### src/rtl/pbt_defs.svh
/*
 * constants of the piezo buzzer tone generator: register offsets, field
 * positions, reset values, clock rates and tone divide ratios.
 * assumes a 250 MHz system clock and a 16-bit APB byte address.
 */
//
// How it works
// - a set frequency-select bit gives a 2 kHz tone and a clear one gives 4 kHz.
// - the tone is the low-speed oscillator divided by 16/8, 32/16 or 64/32 by oscillator rate.
// - while the tone-enable bit is set the divided tone drives the buzzer pin.
// - with negative polarity the pin rests high while the tone-enable bit is clear.
// - with positive polarity the pin rests low while the tone-enable bit is clear.
// - the divider runs on regardless of enable, so switching may leave a short glitch.
// - the frequency-select bit is bit 1 of the control register at ff64.
// - the tone-enable bit is bit 0 of the control register at ff64.
// - control bits 3 and 2 read as zero and ignore writes.
// - reset clears both control bits, so the tone is off at 4 kHz.
// - both control bits read back the value last written.
`ifndef PBT_DEFS_SVH
`define PBT_DEFS_SVH

// ---------------------------------------------------------------
// register map
// ---------------------------------------------------------------
`define PBT_ADDR_W 16
`define PBT_CTRL_OFF 16'hff64
`define PBT_STATUS_OFF 16'hff68
`define PBT_ENABLE_BIT 0
`define PBT_FREQ_BIT 1
`define PBT_CTRL_RESET 4'h0
`define PBT_PIN_BIT 0
`define PBT_TONE_BIT 1

// ---------------------------------------------------------------
// clock rates and tone ratios
// ---------------------------------------------------------------
`define PBT_CLK_PERIOD_NS 4
`define PBT_CLK_HZ (1000000000 / `PBT_CLK_PERIOD_NS)
`define PBT_OSC_32K_HZ 32768
`define PBT_OSC_76K_HZ 76800
`define PBT_OSC_153K_HZ 153600
`define PBT_RATIO_2K_32K 16
`define PBT_RATIO_2K_76K 32
`define PBT_RATIO_2K_153K 64

`endif

### src/rtl/pbt_pkg.sv
/*
 * types of the piezo buzzer tone generator.
 * assumes pbt_defs.svh is on the include path.
 */
`include "pbt_defs.svh"

package pbt_pkg;

   // ---------------------------------------------------------------
   // divider and top-level state
   // ---------------------------------------------------------------
   typedef struct packed {
      logic [7:0] cnt;
      logic tone;
   } pbt_div_state_t;

   typedef struct packed {
      logic freq_sel;
      logic enable;
      logic pready;
      logic pslverr;
      logic [31:0] prdata;
      logic pin;
      logic [31:0] acc;
      logic osc_tick;
   } pbt_state_t;

   // 2 kHz divide ratio for a given oscillator rate; 4 kHz is half of it
   function automatic logic [7:0] pbt_ratio_2k(input int unsigned osc_hz);
      logic [7:0] r;
      r = 8'(`PBT_RATIO_2K_32K);
      if (osc_hz == `PBT_OSC_76K_HZ) begin
         r = 8'(`PBT_RATIO_2K_76K);
      end else if (osc_hz == `PBT_OSC_153K_HZ) begin
         r = 8'(`PBT_RATIO_2K_153K);
      end
      return r;
   endfunction

endpackage

### src/rtl/pbt_tone_div.sv
/*
 * free-running tone divider: counts low-speed oscillator ticks and toggles
 * the tone every half period. assumes osc_tick is a one-cycle pulse.
 */
`timescale 1ns/1ps

module pbt_tone_div
   import pbt_pkg::*;
(
   input wire logic clk,
   input wire logic rst_n,
   input wire logic clk_en,
   input wire logic osc_tick,
   input wire logic [7:0] half_cnt,
   output logic tone
);

   pbt_div_state_t st_reg;
   pbt_div_state_t st_next;

   // count ticks; enable never touches this counter
   always_comb begin
      st_next = st_reg;
      if (osc_tick) begin
         if (st_reg.cnt >= half_cnt - 8'h01) begin
            st_next.cnt = 8'h00;
            st_next.tone = ~st_reg.tone;
         end else begin
            st_next.cnt = st_reg.cnt + 8'h01;
         end
      end
   end

   // state register, frozen while clk_en is low
   always_ff @(posedge clk) begin
      if (!rst_n) begin
         st_reg <= '0;
      end else if (clk_en) begin
         st_reg <= st_next;
      end
   end

   assign tone = st_reg.tone;

endmodule

### src/rtl/pbt_tone_gen.sv
/*
 * piezo buzzer tone generator top: APB slave with the control and status
 * registers, the low-speed oscillator tick, the divider and the pin driver.
 * assumes APB inputs are synchronous to clk and a single master.
 */
`timescale 1ns/1ps

module pbt_tone_gen
   import pbt_pkg::*;
#(
   parameter int unsigned OSC_HZ = `PBT_OSC_32K_HZ,
   parameter bit NEG_POLARITY = 1'b0
)(
   input wire logic clk,
   input wire logic rst_n,
   input wire logic clk_en,
   input wire logic psel,
   input wire logic penable,
   input wire logic pwrite,
   input wire logic [15:0] paddr,
   input wire logic [31:0] pwdata,
   output logic [31:0] prdata,
   output logic pready,
   output logic pslverr,
   output logic tone_out_pin
);

   // ---------------------------------------------------------------
   // constants
   // ---------------------------------------------------------------
   localparam logic [32:0] CLK_HZ_W = 33'(`PBT_CLK_HZ);
   localparam logic [32:0] OSC_HZ_W = 33'(OSC_HZ);
   localparam logic [7:0] RATIO_2K = pbt_ratio_2k(OSC_HZ);
   localparam logic [7:0] HALF_2K = RATIO_2K >> 1;
   localparam logic [7:0] HALF_4K = RATIO_2K >> 2;
   localparam logic IDLE_LEVEL = NEG_POLARITY;
   localparam logic [3:0] CTRL_RESET = 4'(`PBT_CTRL_RESET);

   pbt_state_t st_reg;
   pbt_state_t st_next;
   logic tone;
   logic [7:0] half_cnt;
   logic [32:0] acc_sum;
   logic access;
   logic hit_ctrl;
   logic hit_status;

   // ---------------------------------------------------------------
   // tone divider
   // ---------------------------------------------------------------
   // 2 kHz when the select bit is set, 4 kHz when clear
   assign half_cnt = st_reg.freq_sel ? HALF_2K : HALF_4K;

   pbt_tone_div u_div (
      .clk(clk),
      .rst_n(rst_n),
      .clk_en(clk_en),
      .osc_tick(st_reg.osc_tick),
      .half_cnt(half_cnt),
      .tone(tone)
   );

   // ---------------------------------------------------------------
   // bus decode
   // ---------------------------------------------------------------
   assign access = psel && penable;
   assign hit_ctrl = (paddr == `PBT_CTRL_OFF);
   assign hit_status = (paddr == `PBT_STATUS_OFF);
   assign acc_sum = {1'b0, st_reg.acc} + OSC_HZ_W;

   // next-state logic for bus, registers, oscillator tick and pin
   always_comb begin
      st_next = st_reg;
      // phase accumulator makes one tick per low-speed oscillator cycle
      if (acc_sum >= CLK_HZ_W) begin
         st_next.acc = 32'(acc_sum - CLK_HZ_W);
         st_next.osc_tick = 1'b1;
      end else begin
         st_next.acc = 32'(acc_sum);
         st_next.osc_tick = 1'b0;
      end
      // first access cycle: prepare answer, raise pready next cycle
      if (access && !st_reg.pready) begin
         st_next.pready = 1'b1;
         st_next.pslverr = ~(hit_ctrl | hit_status);
         st_next.prdata = 32'h0000_0000; // bits 3:2 and above read zero
         if (hit_ctrl) begin
            st_next.prdata[`PBT_ENABLE_BIT] = st_reg.enable;
            st_next.prdata[`PBT_FREQ_BIT] = st_reg.freq_sel;
         end else if (hit_status) begin
            st_next.prdata[`PBT_PIN_BIT] = st_reg.pin;
            st_next.prdata[`PBT_TONE_BIT] = tone;
         end
      end
      // completion edge: the write takes effect here and only here
      if (access && st_reg.pready) begin
         st_next.pready = 1'b0;
         st_next.pslverr = 1'b0;
         if (pwrite && hit_ctrl) begin
            // upper bits are dropped
            st_next.enable = pwdata[`PBT_ENABLE_BIT];
            st_next.freq_sel = pwdata[`PBT_FREQ_BIT];
         end
      end
      // gate the free tone onto the pin, idle level by polarity
      st_next.pin = st_reg.enable ? tone : IDLE_LEVEL; // ungated edges may glitch
   end

   // state register, frozen while clk_en is low; reset clears controls
   always_ff @(posedge clk) begin
      if (!rst_n) begin
         st_reg <= '0;
         st_reg.enable <= CTRL_RESET[`PBT_ENABLE_BIT];
         st_reg.freq_sel <= CTRL_RESET[`PBT_FREQ_BIT];
         st_reg.pin <= IDLE_LEVEL;
      end else if (clk_en) begin
         st_reg <= st_next;
      end
   end

   // ---------------------------------------------------------------
   // outputs
   // ---------------------------------------------------------------
   assign prdata = st_reg.prdata;
   assign pready = st_reg.pready;
   assign pslverr = st_reg.pslverr;
   assign tone_out_pin = st_reg.pin;

endmodule
### config.mk
export PLATFORM = sky130hd
export DESIGN_NAME = pbt_tone_gen
export DESIGN_NICKNAME = d
export VERILOG_FILES = /design/src/rtl/pbt_pkg.sv /design/src/rtl/pbt_tone_div.sv /design/src/rtl/pbt_tone_gen.sv
export VERILOG_INCLUDE_DIRS = /design/src /design/src/rtl
export SDC_FILE = /design/constraint.sdc
export NUM_CORES = 1
export LEC_CHECK = 0
export ABC_CLOCK_PERIOD_IN_PS = 3800
export BUFFER_PORTS_ARGS = -buffer_cell sky130_fd_sc_hd__buf_2
export CORE_ASPECT_RATIO = 0.6
export CORE_MARGIN = 4
export CORE_UTILIZATION = 55
export CTS_BUF_LIST = sky130_fd_sc_hd__clkbuf_4 sky130_fd_sc_hd__clkbuf_8 sky130_fd_sc_hd__clkbuf_16
export CTS_CLUSTER_SIZE = 24
export DETAILED_ROUTE_END_ITERATION = 10
export PLACE_DENSITY = 0.94
export SETUP_SLACK_MARGIN = 0.3
export SLEW_MARGIN = 20
export SYNTH_ARGS = -nofsm -noshare
export SYNTH_HDL_FRONTEND = slang
export SYNTH_HIERARCHICAL = 1
export SYNTH_SLANG_ARGS = --single-unit
export TNS_END_PERCENT = 20
### constraint.sdc
create_clock -name clk -period 3.8 [get_ports clk]
set_input_delay 0.76 -clock clk [delete_from_list [all_inputs] [get_ports clk]]
set_output_delay 0.76 -clock clk [all_outputs]
set_load 0.005 [all_outputs]
# After elaboration in Yosys (flattened, before gate mapping)
# Index checks and enable logic that the tools add are counted.
# classes
addsub	4
order_cmp	2
eq_ne	2
muxes	8
n_bitwise	3
n_reduce_logical	11
# ops
op	count
$mux 34	1
$add 32x16->33 const B	1
$ge 33x28->1 const B	1
$mux 33	1
$eq 16x16->1 const B	2
$sub 32x28->32 const B	1
$add 8x1->8 const B	1
$ge 8x8->1	1
$mux 8	1
$mux 2	3
$reduce_and 2->1	3
$reduce_and 3->1	2
$sub 4x1->5 const B	1
$logic_and 1x1->1	4
$mux 4	1
$not 1->1	2
$reduce_bool 2->1	1
$logic_not 1->1	1
$mux 1	1
$or 1x1->1	1
# totals
reg_bits	49
input_bits	54
out_inout_bits	35
elab_cells	40

# Longest topological paths before layout
# Gate-level depths: netlist of the first run.
# depth
word_depth	5
mapped_depth	13
depth_no_buf	11

# Modules after synthesis
# Netlist of the first run, hierarchy kept.
# by_module_without_submodules
mod	n_inst	cells_per_inst	area_per_inst_um2	seq_area_each_um2
pbt_tone_gen	1	378	2956.6	660.6
pbt_tone_div	1	79	686.9	180.2

# Least setup slack after synthesis of the first run
# OpenSTA, ideal clock, no wires.
# synth_path
path_type	flip-flop to flip-flop
from	register st_reg[16] (netlist name)
to	register st_reg[23] (netlist name)
setup_time_ns	0.132
arrival_time_ns	2.739
required_ns	3.668
setup_slack_ns	0.929
path_stages_with_launch	13
path_buffers	2
synth_period_minus_slack_ns	2.871
path_cell_list	dfxtp_1 -> ha_1 -> buf_6 -> and3_4 -> buf_6 -> or4b_1 -> o21ai_2 -> o2111ai_2 -> o31ai_4 -> nor2_2 -> o32a_1 -> a221oi_2 -> o211ai_1
# synth_between
elab_chain_len	3
word_cells_on_any_way	4
classes_between	2 x add/sub; 1 x order compare; 1 x mux
# synth_rtl
item	line	text
start, declared	pbt_tone_gen.sv:39	pbt_state_t st_reg;
start signal, assigned	pbt_tone_gen.sv:117	st_reg <= st_next;
$add 32x16->33 *	pbt_tone_gen.sv:69	assign acc_sum = {1'b0, st_reg.acc} + OSC_HZ_W;
$sub 32x28->32 / $ge 33x28->1 (equally long branches)	pbt_tone_gen.sv:76, pbt_tone_gen.sv:75	
$mux 33 *	pbt_tone_gen.sv:75	if (acc_sum >= CLK_HZ_W) begin
# Mark *: on every way between the ends. The rest lies on a longest branch, timed or not.
# A chain may end at the register's enable or synchronous reset.

# Worst setup path in the final report of the first run
# layout_path
from	register st_reg[17] (netlist name)
to	register st_reg[23] (netlist name)
# Same word-level chain as after synthesis.

==> metrics.cfg, run 1 <==
[routing]
firstDrtPassIters=6
drt_drc_violations_left=0
final_antenna_net_count=0
postRouteWirelength_um=9250
wire_per_inst_um=16.3
first_iter_violations=443
via_per_inst=6.02
via_count=3422

[layout]
final_cell_mix=conb_1 (46), nand2_1 (43), dfxtp_1 (41)
fillers=547
n_antenna_cell=0
area_delta_synth_final_pct=5.12
final_common_cell=conb_1
final_nets=553
largest_reg_flops=28
drive_above_1_share_pct=13.0

[floorplan]
num_rows=22
die_area_um2=8030
io_pins=89
die_w_um=113
chipHeight_um=71.0
core-area_um2=6280
start_util_pct=58.1

[clocking]
h-tree-depth=2
cts_made_buffers=5
clock-sinks=42
clk_latency_ps=300
cts_max_path_buffers=2
clockRootBuffer=clkbuf_8
clkTransAtPathRegs_ps=80
cts_tree=done

[place]
numPortBuffers=28
dp_hpwl_um=6970
globalplace.congestion=0.953

[yosys]
syn_area_um2=3640
synth.distinct_cells=73
synth-async-reset-ratio_pct=0
syn-instance-count=457
yosysWarnings=6
synth_edf_count=0
synth_flop_cell=dfxtp_1
syn_avg_cell_area_um2=7.97
ys_ff_latch=42
ys_seq_area_share_pct=23.1

[timing]
slew_viol_final=0
rsz0062_at_grt=no
hold_violations=0
slew_headroom_pct=44.0
setup-tns-final_ps=0
hold_ws_ps=473
tightest_slew_ps=840
period_share_pct=86.3
fin_skew_ps=8.23
layout_min_cycle_time_ps=3280
max_freq_mhz=305
setup_violations=0

[grt]
grt_overflow=0
grt_max_degree=53
grt_pass1_vias=3131
antenna_found_initial=0
grt_pass1_wl_um=15200
grtUsageTotal_pct=23.1

[critical_path]
cp-end-kind=flop
cp_max_fo=11
crit_required_ps=3980
crit_type=reg2reg
startpoint_type=flop
cp_data_arrival_time_ps=3450

[power_and_ir_drop]
irDropWorstVdd_mv=0.363
p_per_area_nw_per_um2=524
p_leak_nw=1.54
clockPowerShare_pct=14.6
switchingPower_mw=0.899
p_sw_share_pct=44.8
pwr-share-seq_pct=35.4
comb_power_share_pct=50.0
p_int_mw=1.11

[flow_run]
maxCapViolations=0

[worst_hold_path]
hold_class=reg2reg

[outcome]
status=completed

[worst paths after layout]
check | start | endpoint | slack (ps) | depth (start not counted)
min | prdata[1]$_SDFFE_PN0P_ | prdata[1]$_SDFFE_PN0P_ | 470 | 2
min reg2reg | prdata[1]$_SDFFE_PN0P_ | prdata[1]$_SDFFE_PN0P_ | 470 | 2
max | st_reg[17]$_SDFFE_PN0P_ | st_reg[23]$_SDFFE_PN0P_ | 520 | 10
max reg2reg | st_reg[17]$_SDFFE_PN0P_ | st_reg[23]$_SDFFE_PN0P_ | 520 | 10
[critical path, stage by stage (launching register included)]
cell and delay (ps):
dfxtp_2 380, ha_2 250, nand3_1 270, a21oi_1 130, o211ai_1 510, nand3_1 310
o31ai_4 370, o21ai_0 270, and3_1 270, a221oi_2 260, o211ai_1 120
[what timing repair did]
action                                  in CTS  in global routing
endpoints found under the setup margin       1                 18
resized for setup                            1                  4
setup buffers                                0                  1
endpoints found under the hold margin        0                  0
pin swaps                                    0                  1
hold buffers                                 0                  0
[power by group through the flow]
stage	registers (mW)	clock network [mW]	logic, mW
6_report	0.710	0.294	1.00
4_1_cts	0.699	0.299	0.971
3_3_place_gp	0.698	0	0.932
5_1_grt	0.728	0.320	1.10
2_1_floorplan	0.602	0	0.854
3_5_place_dp	0.708	0	0.960
[through the flow]
stage | instance area (um^2) | setup slack (ps) | utilization, % | total power, mW | std cells
6_report | 3830 | 522 | 61.0 | 2.01 | 568
4_1_cts | 3810 | 372 | 60.6 | 1.97 | 567
2_1_floorplan | 3810 | 929 | - | 1.46 | 502
5_1_grt | 3830 | 303 | 61.0 | 2.14 | 568
3_5_place_dp | 3720 | 335 | 59.3 | 1.67 | 561
3_3_place_gp | 3720 | 367 | 59.3 | 1.63 | 561
[final cells by class]
| class | instances | area, um^2 | area share (%) |
|---|---|---|---|
| inverters | 9 | 33.8 | 0.882 |
| flip-flops and latches | 42 | 842 | 22.0 |
| multi-input cells | 391 | 2570 | 67.0 |
| clock buffers | 6 | 82.6 | 2.16 |
| repair buffers | 36 | 200 | 5.23 |
| well taps | 84 | 105 | 2.74 |
[layer usage]
layer  GRT usage (%)  part of all wire [%]  vias up
li1                -                     -     1622
met1            33.0                    45     1596
met2            33.1                    42      186
met3            7.86                    12       18
met4            6.27                   1.5        0
met5               0                     0        -
[synth_stat cells (4+ instances only)]
master | count | share of area (%)
clkbuf_1 | 14 | 1.4
and4_1 | 6 | 1.4
nand4b_1 | 4 | 0.96
o211ai_1 | 4 | 0.82
a22oi_1 | 4 | 0.82
nand2_1 | 43 | 4.4
dfxtp_1 | 42 | 23
and2_1 | 17 | 2.9
xor2_1 | 15 | 3.6
o21a_1 | 4 | 0.82
xnor2_1 | 19 | 4.6
inv_1 | 9 | 0.93
nor2_1 | 25 | 2.6
nand2b_1 | 8 | 1.4
a22o_1 | 4 | 0.96
nand3_1 | 18 | 2.5
o21ai_1 | 5 | 0.69
and3_1 | 6 | 1.0
buf_4 | 33 | 6.8
buf_6 | 4 | 1.2
a21boi_0 | 6 | 1.2
nor2b_1 | 10 | 1.7
buf_2 | 6 | 0.82
nand4_1 | 11 | 1.9
a21oi_1 | 21 | 2.9
mux2i_1 | 7 | 1.9
and4b_1 | 4 | 1.1
nor3_1 | 11 | 1.5
o21ai_0 | 14 | 1.9
ha_1 | 14 | 4.8
nor4b_1 | 5 | 1.2
[cells by family after synthesis]
family | share of synthesized area [%]
AND/OR/NAND/NOR | 30.9
AO/OA/AOI/OAI | 19.2
buffers and inverters | 11.6
flip-flops | 23.1
XOR/XNOR | 8.17
adder cells (fa/ha/maj) | 5.08
multiplexers | 1.92
other | 0.103
Power figures use the tool's default switching activity.
==> inputs of run 2 (changes only) <==
--- a/config.mk
+++ b/config.mk
@@ -6,6 +6,7 @@
 export SDC_FILE = /design/constraint.sdc
 export NUM_CORES = 1
 export LEC_CHECK = 0
+export ABC_AREA = 1
 export ABC_CLOCK_PERIOD_IN_PS = 3800
 export BUFFER_PORTS_ARGS = -buffer_cell sky130_fd_sc_hd__buf_2
 export CORE_ASPECT_RATIO = 0.6
@@ -14,7 +15,7 @@
 export CTS_BUF_LIST = sky130_fd_sc_hd__clkbuf_4 sky130_fd_sc_hd__clkbuf_8 sky130_fd_sc_hd__clkbuf_16
 export CTS_CLUSTER_SIZE = 24
 export DETAILED_ROUTE_END_ITERATION = 10
-export PLACE_DENSITY = 0.94
+export PLACE_DENSITY_LB_ADDON = 0.15
 export SETUP_SLACK_MARGIN = 0.3
 export SLEW_MARGIN = 20
 export SYNTH_ARGS = -nofsm -noshare
==> run 2 against run 1 <==
Clock power up 68%. Final cell count up 27%. Core utilization is 0.34 points lower. Synthesized cell count is 32% higher. Wire length rose by 1.3%. Power shrank 32%. Worst setup slack better by 300 ps. Flip-flop and latch count stayed put. Critical endpoint is now st_reg[8]$_SDFFE_PN0P_. Largest cell class unchanged. Largest power group is now registers.
==> metrics.cfg, run 2 <==
[yosys]
syn_avg_cell_area_um2=6.30  ; -21%
synth_top_family_by_area=simple AND/OR/NAND/NOR gates
synth_flop_cell=dfxtp_1
yosysWarnings=6  ; unchanged
synth_most_common_cell=nand2_1
syn_area_um2=3790  ; +3.9%
synthTopCellsByArea=dfxtp_1 (22%), nand2_1 (15%), inv_1 (7.2%)
synth-async-reset-ratio_pct=0  ; unchanged
synth_xor_area_share_pct=6.24  ; -1.9 points
yosysTopAreaCell=dfxtp_1
synth_compound_area_share_pct=9.32  ; -9.8 points
synth_adder_area_share_pct=4.63  ; -0.46 points
synth.distinct_cells=41  ; -44%
ys_ff_latch=42  ; unchanged
synthMuxAreaShare_pct=0.264  ; -1.7 points
synth_common_cells=nand2_1 (151), inv_1 (73), nor2_1 (56)
yosys.area_share.simple_pct=40.8  ; +10 points
yosysTopAreaCellShare_pct=22.2  ; -0.88 points
ys_seq_area_share_pct=22.2  ; -0.88 points
synth_edf_count=0  ; unchanged
syn-instance-count=601  ; +32%

[timing]
layout_min_cycle_time_ps=2980  ; -301 ps
setup_violations=0  ; unchanged
slew_headroom_pct=41.2  ; -2.7 points
period_share_pct=78.3  ; -7.9 points
setup-tns-final_ps=0  ; unchanged
max_freq_mhz=336  ; +10%
tightest_slew_ps=880  ; +40.0 ps
rsz0062_at_grt=no
hold_violations=0  ; unchanged
slew_viol_final=0  ; unchanged
fin_skew_ps=8.40  ; +0.176 ps

[routing]
postRouteWirelength_um=9370  ; +1.3%
final_antenna_net_count=0  ; unchanged
via_per_inst=5.26  ; -13%
wire_per_inst_um=13.0  ; -20%
first_iter_violations=322  ; -27%
firstDrtPassIters=6  ; unchanged
drt_drc_violations_left=0  ; unchanged
via_count=3786  ; +11%

[layout]
area_delta_synth_final_pct=6.97
final_common_cell=nand2_1
final_nets=700  ; +27%
fin_cells=720  ; +27%
n_antenna_cell=0  ; unchanged
largest_reg_flops=28  ; unchanged
fillers=619  ; +13%
drive_above_1_share_pct=13.7  ; +0.73 points
final_cell_mix=nand2_1 (151), inv_1 (73), nor2_1 (56)

[clocking]
clock-sinks=42  ; unchanged
cts_max_path_buffers=2  ; unchanged
cts_tree=done
clk_latency_ps=290  ; about the same
cts_made_buffers=5  ; unchanged
clkTransAtPathRegs_ps=60  ; -20 ps
ctsHoldBuffers=0  ; unchanged
cts_setup_buffers=0  ; unchanged
h-tree-depth=2  ; unchanged
cts.repair.resized=0  ; -1
clockRootBuffer=clkbuf_16

[critical_path]
crit_required_ps=3980  ; about the same
cp_max_fo=24  ; +13
cp-end-kind=flop
crit_start=st_reg[16]$_SDFFE_PN0P_
r2r_setup_slack_ps=820  ; +300 ps
crit_type=reg2reg
cp-endpoint=st_reg[8]$_SDFFE_PN0P_
cp_data_arrival_time_ps=3160  ; -290 ps
r2r_end=st_reg[8]$_SDFFE_PN0P_
r2r-start=st_reg[16]$_SDFFE_PN0P_
startpoint_type=flop
r2r_cells=12  ; +2

[floorplan]
die_area_um2=8320  ; +3.6%
io_pins=89  ; unchanged
chipHeight_um=72.3  ; +1.7%
die_w_um=115  ; +1.8%
num_rows=23  ; +4.5%
core-area_um2=6680  ; +6.4%
start_util_pct=56.7  ; -1.3 points

[grt]
grt_pass1_vias=3264  ; +4.2%
grtUsageTotal_pct=23.2  ; +0.090 points
grt_pass1_wl_um=15600  ; +2.5%
grt_overflow=0  ; unchanged
antenna_found_initial=0  ; unchanged
grt_max_degree=33  ; -38%

[outcome]
status=completed

[power_and_ir_drop]
p_leak_nw=1.93  ; +25%
p_per_area_nw_per_um2=339  ; -35%
irDropWorstVdd_mv=0.203  ; -44%

[worst_hold_path]
hold_class=reg2reg
worstHoldStart=pslverr$_SDFFE_PN0P_

[flow_run]
maxCapViolations=0  ; unchanged

[place]
globalplace.congestion=0.921  ; -3.4%
dp_hpwl_um=7330  ; +5.1%
dp.cells=712  ; +27%
numPortBuffers=28  ; unchanged

run 2: cell count changes in the layout (fill, tap and decap cells not counted), sizes merged, moves of 12 or more:
cell,change
inv,+71
nor2,+50
and2,-16
nand2,+121
nand3,+25
nand4,+12
a21oi,+13
xnor2,-12
run 2: cell type report:
type | count | area, um^2 | share of cell area, %
clock inverter | 2 | 37.5 | 0.926
multi-input combinational | 473 | 2470 | 61.1
clock buffer | 6 | 133 | 3.27
tap | 87 | 109 | 2.69
inverter | 81 | 309 | 7.63
timing repair buffer | 29 | 148 | 3.64
sequential | 42 | 841 | 20.8
run 2: worst max-delay path, cell delays in order, from the launching register on:
cell and delay (ps):
dfxtp_1 510, ha_1 340, nand3_2 170, nor2_2 220, nand4_1 180, nand2_1 190
nand2_1 100, nor2_2 160, nand3_2 270, nand3_4 340, nand2_4 160, o21ai_0 190
nor2_1 50
run 2: worst min path at each step:
stage	end	slack (ps)	depth (start not counted)
after floorplan	st_reg[68]$_SDFFE_PN0P_	450	2
after global placement	pslverr$_SDFFE_PN0P_	460	2
after detailed placement	pslverr$_SDFFE_PN0P_	470	2
after CTS	pslverr$_SDFFE_PN0P_	480	2
after global routing	pslverr$_SDFFE_PN0P_	500	2
final	pslverr$_SDFFE_PN0P_	480	2
run 2: report_power, final:
part	leakage [nW]	switching (mW)	internal, mW
clock network	0.0805	0.178	0.317
registers	0.344	0.0434	0.473
logic	1.51	0.238	0.125
total	1.93	0.459	0.916
run 2: cells by family after synthesis:
logic type	Yosys count
buffers and inverters	126
multiplexers	1
AND/OR/NAND/NOR	325
AO/OA/AOI/OAI	65
other	1
flip-flops	42
XOR/XNOR	27
adder cells (fa/ha/maj)	14
run 2: stage by stage:
step	instance area, um^2	hold slack (ps)	setup WS (ps)	total power, mW	utilization, %
after detailed placement	3880	471	917	0.877	58.1
after global routing	4050	504	632	1.45	60.7
after floorplan	3940	455	1640	0.821	-
after global placement	3880	456	948	0.869	58.1
final	4050	477	823	1.37	60.7
after CTS	4050	480	914	1.37	60.7
run 2: metal layers:
metal / global-route usage (%) / vias up / part of all wire (%)
met5: 0 / - / 0
met4: 4.43 / 0 / 0.73
met3: 5.17 / 11 / 11
met2: 32.4 / 181 / 38
met1: 36.3 / 1675 / 50
li1: - / 1919 / -
==> inputs of run 3 (changes only) <==
--- a/config.mk
+++ b/config.mk
@@ -7,11 +7,11 @@
 export NUM_CORES = 1
 export LEC_CHECK = 0
 export ABC_AREA = 1
-export ABC_CLOCK_PERIOD_IN_PS = 3800
+export ABC_CLOCK_PERIOD_IN_PS = 2450
 export BUFFER_PORTS_ARGS = -buffer_cell sky130_fd_sc_hd__buf_2
 export CORE_ASPECT_RATIO = 0.6
 export CORE_MARGIN = 4
-export CORE_UTILIZATION = 55
+export CORE_UTILIZATION = 50
 export CTS_BUF_LIST = sky130_fd_sc_hd__clkbuf_4 sky130_fd_sc_hd__clkbuf_8 sky130_fd_sc_hd__clkbuf_16
 export CTS_CLUSTER_SIZE = 24
 export DETAILED_ROUTE_END_ITERATION = 10
==> constraint.sdc (replaced) <==
create_clock -name clk -period 2.45 [get_ports clk]
set_input_delay 0.49 -clock clk [delete_from_list [all_inputs] [get_ports clk]]
set_output_delay 0.49 -clock clk [all_outputs]
set_load 0.005 [all_outputs]
==> run 3 against run 2 <==
Design area rose by 17%. Core utilization is 4.1 points higher. Worst setup slack worse by 640 ps. Critical endpoint is now st_reg[32]$_SDFFE_PN0P_. Final cell count is 7.2% higher. Hold slack got worse by 6.4 ps. Sequential power increased by 57%. Global-route usage rose by 0.58 points.
==> metrics.cfg, run 3 (same netlist as run 2, synthesis figures left out) <==
[floorplan]
core-area_um2=7300  ; +9.3%
io_pins=89  ; unchanged
chipHeight_um=75.4  ; +4.3%
die_area_um2=9080  ; +9.1%
die_w_um=120  ; +4.5%
start_util_pct=51.9  ; -4.8 points
num_rows=24  ; +4.3%

[timing]
fin_skew_ps=7.14  ; -1.26 ps
layout_min_cycle_time_ps=2270  ; -707 ps
slew_headroom_pct=37.3  ; -3.9 points
hold_ws_ps=471  ; -6.39 ps
tightest_slew_ps=939  ; +59.0 ps
hold_violations=0  ; unchanged
rsz0062_at_grt=yes
setup_violations=0  ; unchanged
period_share_pct=92.6  ; +14 points
max_freq_mhz=441  ; +31%
layout_setup_ws_ps=180  ; -643 ps
setup-tns-final_ps=0  ; unchanged
slew_viol_final=0  ; unchanged

[layout]
n_antenna_cell=0  ; unchanged
final_common_cell=nand2_1
area_delta_synth_final_pct=24.8
fillers=638  ; +3.1%
largest_reg_flops=28  ; unchanged
final_area_um2=4730  ; +17%
final_nets=735  ; +5.0%
drive_above_1_share_pct=29.0  ; +15 points
final_cell_mix=nand2_1 (126), inv_1 (69), nor2_1 (44)
final_util_pct=64.8  ; +4.1 points

[routing]
drt_drc_violations_left=0  ; unchanged
wire_per_inst_um=14.3  ; +9.9%
via_per_inst=5.29  ; +0.68%
first_iter_violations=485  ; +51%
firstDrtPassIters=5  ; -1
final_antenna_net_count=0  ; unchanged
postRouteWirelength_um=11100  ; +18%
via_count=4087  ; +8.0%

[clocking]
clk_latency_ps=290  ; about the same
cts_max_path_buffers=2  ; unchanged
clockRootBuffer=clkbuf_16
cts_made_buffers=5  ; unchanged
cts_tree=done
clock-sinks=42  ; unchanged
clkTransAtPathRegs_ps=60  ; about the same
h-tree-depth=2  ; unchanged

[critical_path]
startpoint_type=flop
cp_max_fo=7  ; -71%
r2r_end=st_reg[32]$_SDFFE_PN0P_
crit_required_ps=2690  ; -1290 ps
cp-end-kind=flop
r2r_cells=15  ; +3
r2r-start=st_reg[16]$_SDFFE_PN0P_
crit_type=reg2reg
r2r_setup_slack_ps=180  ; -640 ps
cp_data_arrival_time_ps=2510  ; -650 ps
cp-endpoint=st_reg[32]$_SDFFE_PN0P_
crit_start=st_reg[16]$_SDFFE_PN0P_

[place]
place_ws_ps=64.4  ; -852 ps
numPortBuffers=28  ; unchanged
place_area_um2=4020  ; +3.6%
dp_hpwl_um=7640  ; +4.3%
globalplace.congestion=0.910  ; -1.2%

[power_and_ir_drop]
p_leak_nw=2.22  ; +15%
pwr-share-seq_pct=35.1  ; -2.5 points
p_sw_share_pct=35.0  ; +1.6 points
p_int_mw=1.51  ; +64%
irDropWorstVdd_mv=0.326  ; +61%
comb_power_share_pct=32.9  ; +6.5 points
clockPowerShare_pct=31.9  ; -4.1 points
switchingPower_mw=0.811  ; +77%
p_per_area_nw_per_um2=490  ; +44%

[grt]
grt_overflow=0  ; unchanged
use_met3_pct=6.53  ; +1.4 points
met1_usage_pct=33.8  ; -2.5 points
grt_use_met2_pct=35.9  ; +3.5 points
antenna_found_initial=0  ; unchanged
grt_pass1_wl_um=17200  ; +9.9%
grtUsageTotal_pct=23.8  ; +0.58 points
grt_pass1_vias=3516  ; +7.7%
busiest_layer=met2
grt_max_degree=25  ; -24%

[flow_run]
maxCapViolations=0  ; unchanged

[worst_hold_path]
hold_class=reg2reg

[outcome]
status=completed

[run 3: worst min path at each step]
| stage | to | from | slack (ps) | depth (start not counted) |
|---|---|---|---|---|
| global placement | pslverr$_SDFFE_PN0P_ | pslverr$_SDFFE_PN0P_ | 450 | 2 |
| floorplan | st_reg[68]$_SDFFE_PN0P_ | st_reg[68]$_SDFFE_PN0P_ | 450 | 2 |
| detailed placement | pslverr$_SDFFE_PN0P_ | pslverr$_SDFFE_PN0P_ | 470 | 2 |
| global route | st_reg[69]$_SDFFE_PN0P_ | pwdata[1] | 490 | 3 |
| CTS | pslverr$_SDFFE_PN0P_ | pslverr$_SDFFE_PN0P_ | 470 | 2 |
| finish | pslverr$_SDFFE_PN0P_ | pslverr$_SDFFE_PN0P_ | 470 | 2 |
[run 3: final cells by class]
cell class / instances / area, um^2 / area share (%)
clock buffers: 8 / 166 / 3.52
inverters: 81 / 310 / 6.56
multi-input cells: 473 / 2790 / 59.1
flip-flops and latches: 42 / 865 / 18.3
well taps: 104 / 130 / 2.75
repair buffers: 64 / 463 / 9.79
[run 3: critical path: stages (launching register included)]
cell and delay [ps]:
dfxtp_4 380, ha_4 150, nand3_4 110, nor2_4 190, nand4_1 190, nand2_2 150
buf_6 120, nand2_4 50, nor2_4 110, nand3_2 120, nand3_4 220, buf_6 160
nand3_1 70, nand3_1 100, nand2_1 70, inv_1 50
[run 3: per-layer routing]
metal / vias up / wire length [um]
met1: 1838 / 5080
li1: 1994 / -
met2: 230 / 4560
met4: 0 / 165
met3: 25 / 1240
met5: - / 0
[run 3: power groups by stage]
stage / sequential, mW / combinational (mW) / clock [mW]
floorplan: 0.793 / 0.480 / 0
global placement: 0.808 / 0.587 / 0
detailed placement: 0.809 / 0.599 / 0
CTS: 0.802 / 0.646 / 0.755
global route: 0.820 / 0.836 / 0.782
finish: 0.814 / 0.763 / 0.740
[run 3: repair_timing]
item,4_1_cts,5_1_grt
hold buffers,0,0
cloned,0,1
pin swaps,24,34
resized for setup,50,56
setup buffers,9,11
endpoints found under the setup margin,35,35
[run 3: through the flow]
step / power, mW / std cells
finish: 2.32 / 772
global route: 2.44 / 772
CTS: 2.20 / 760
detailed placement: 1.41 / 743
global placement: 1.39 / 743
floorplan: 1.27 / 641
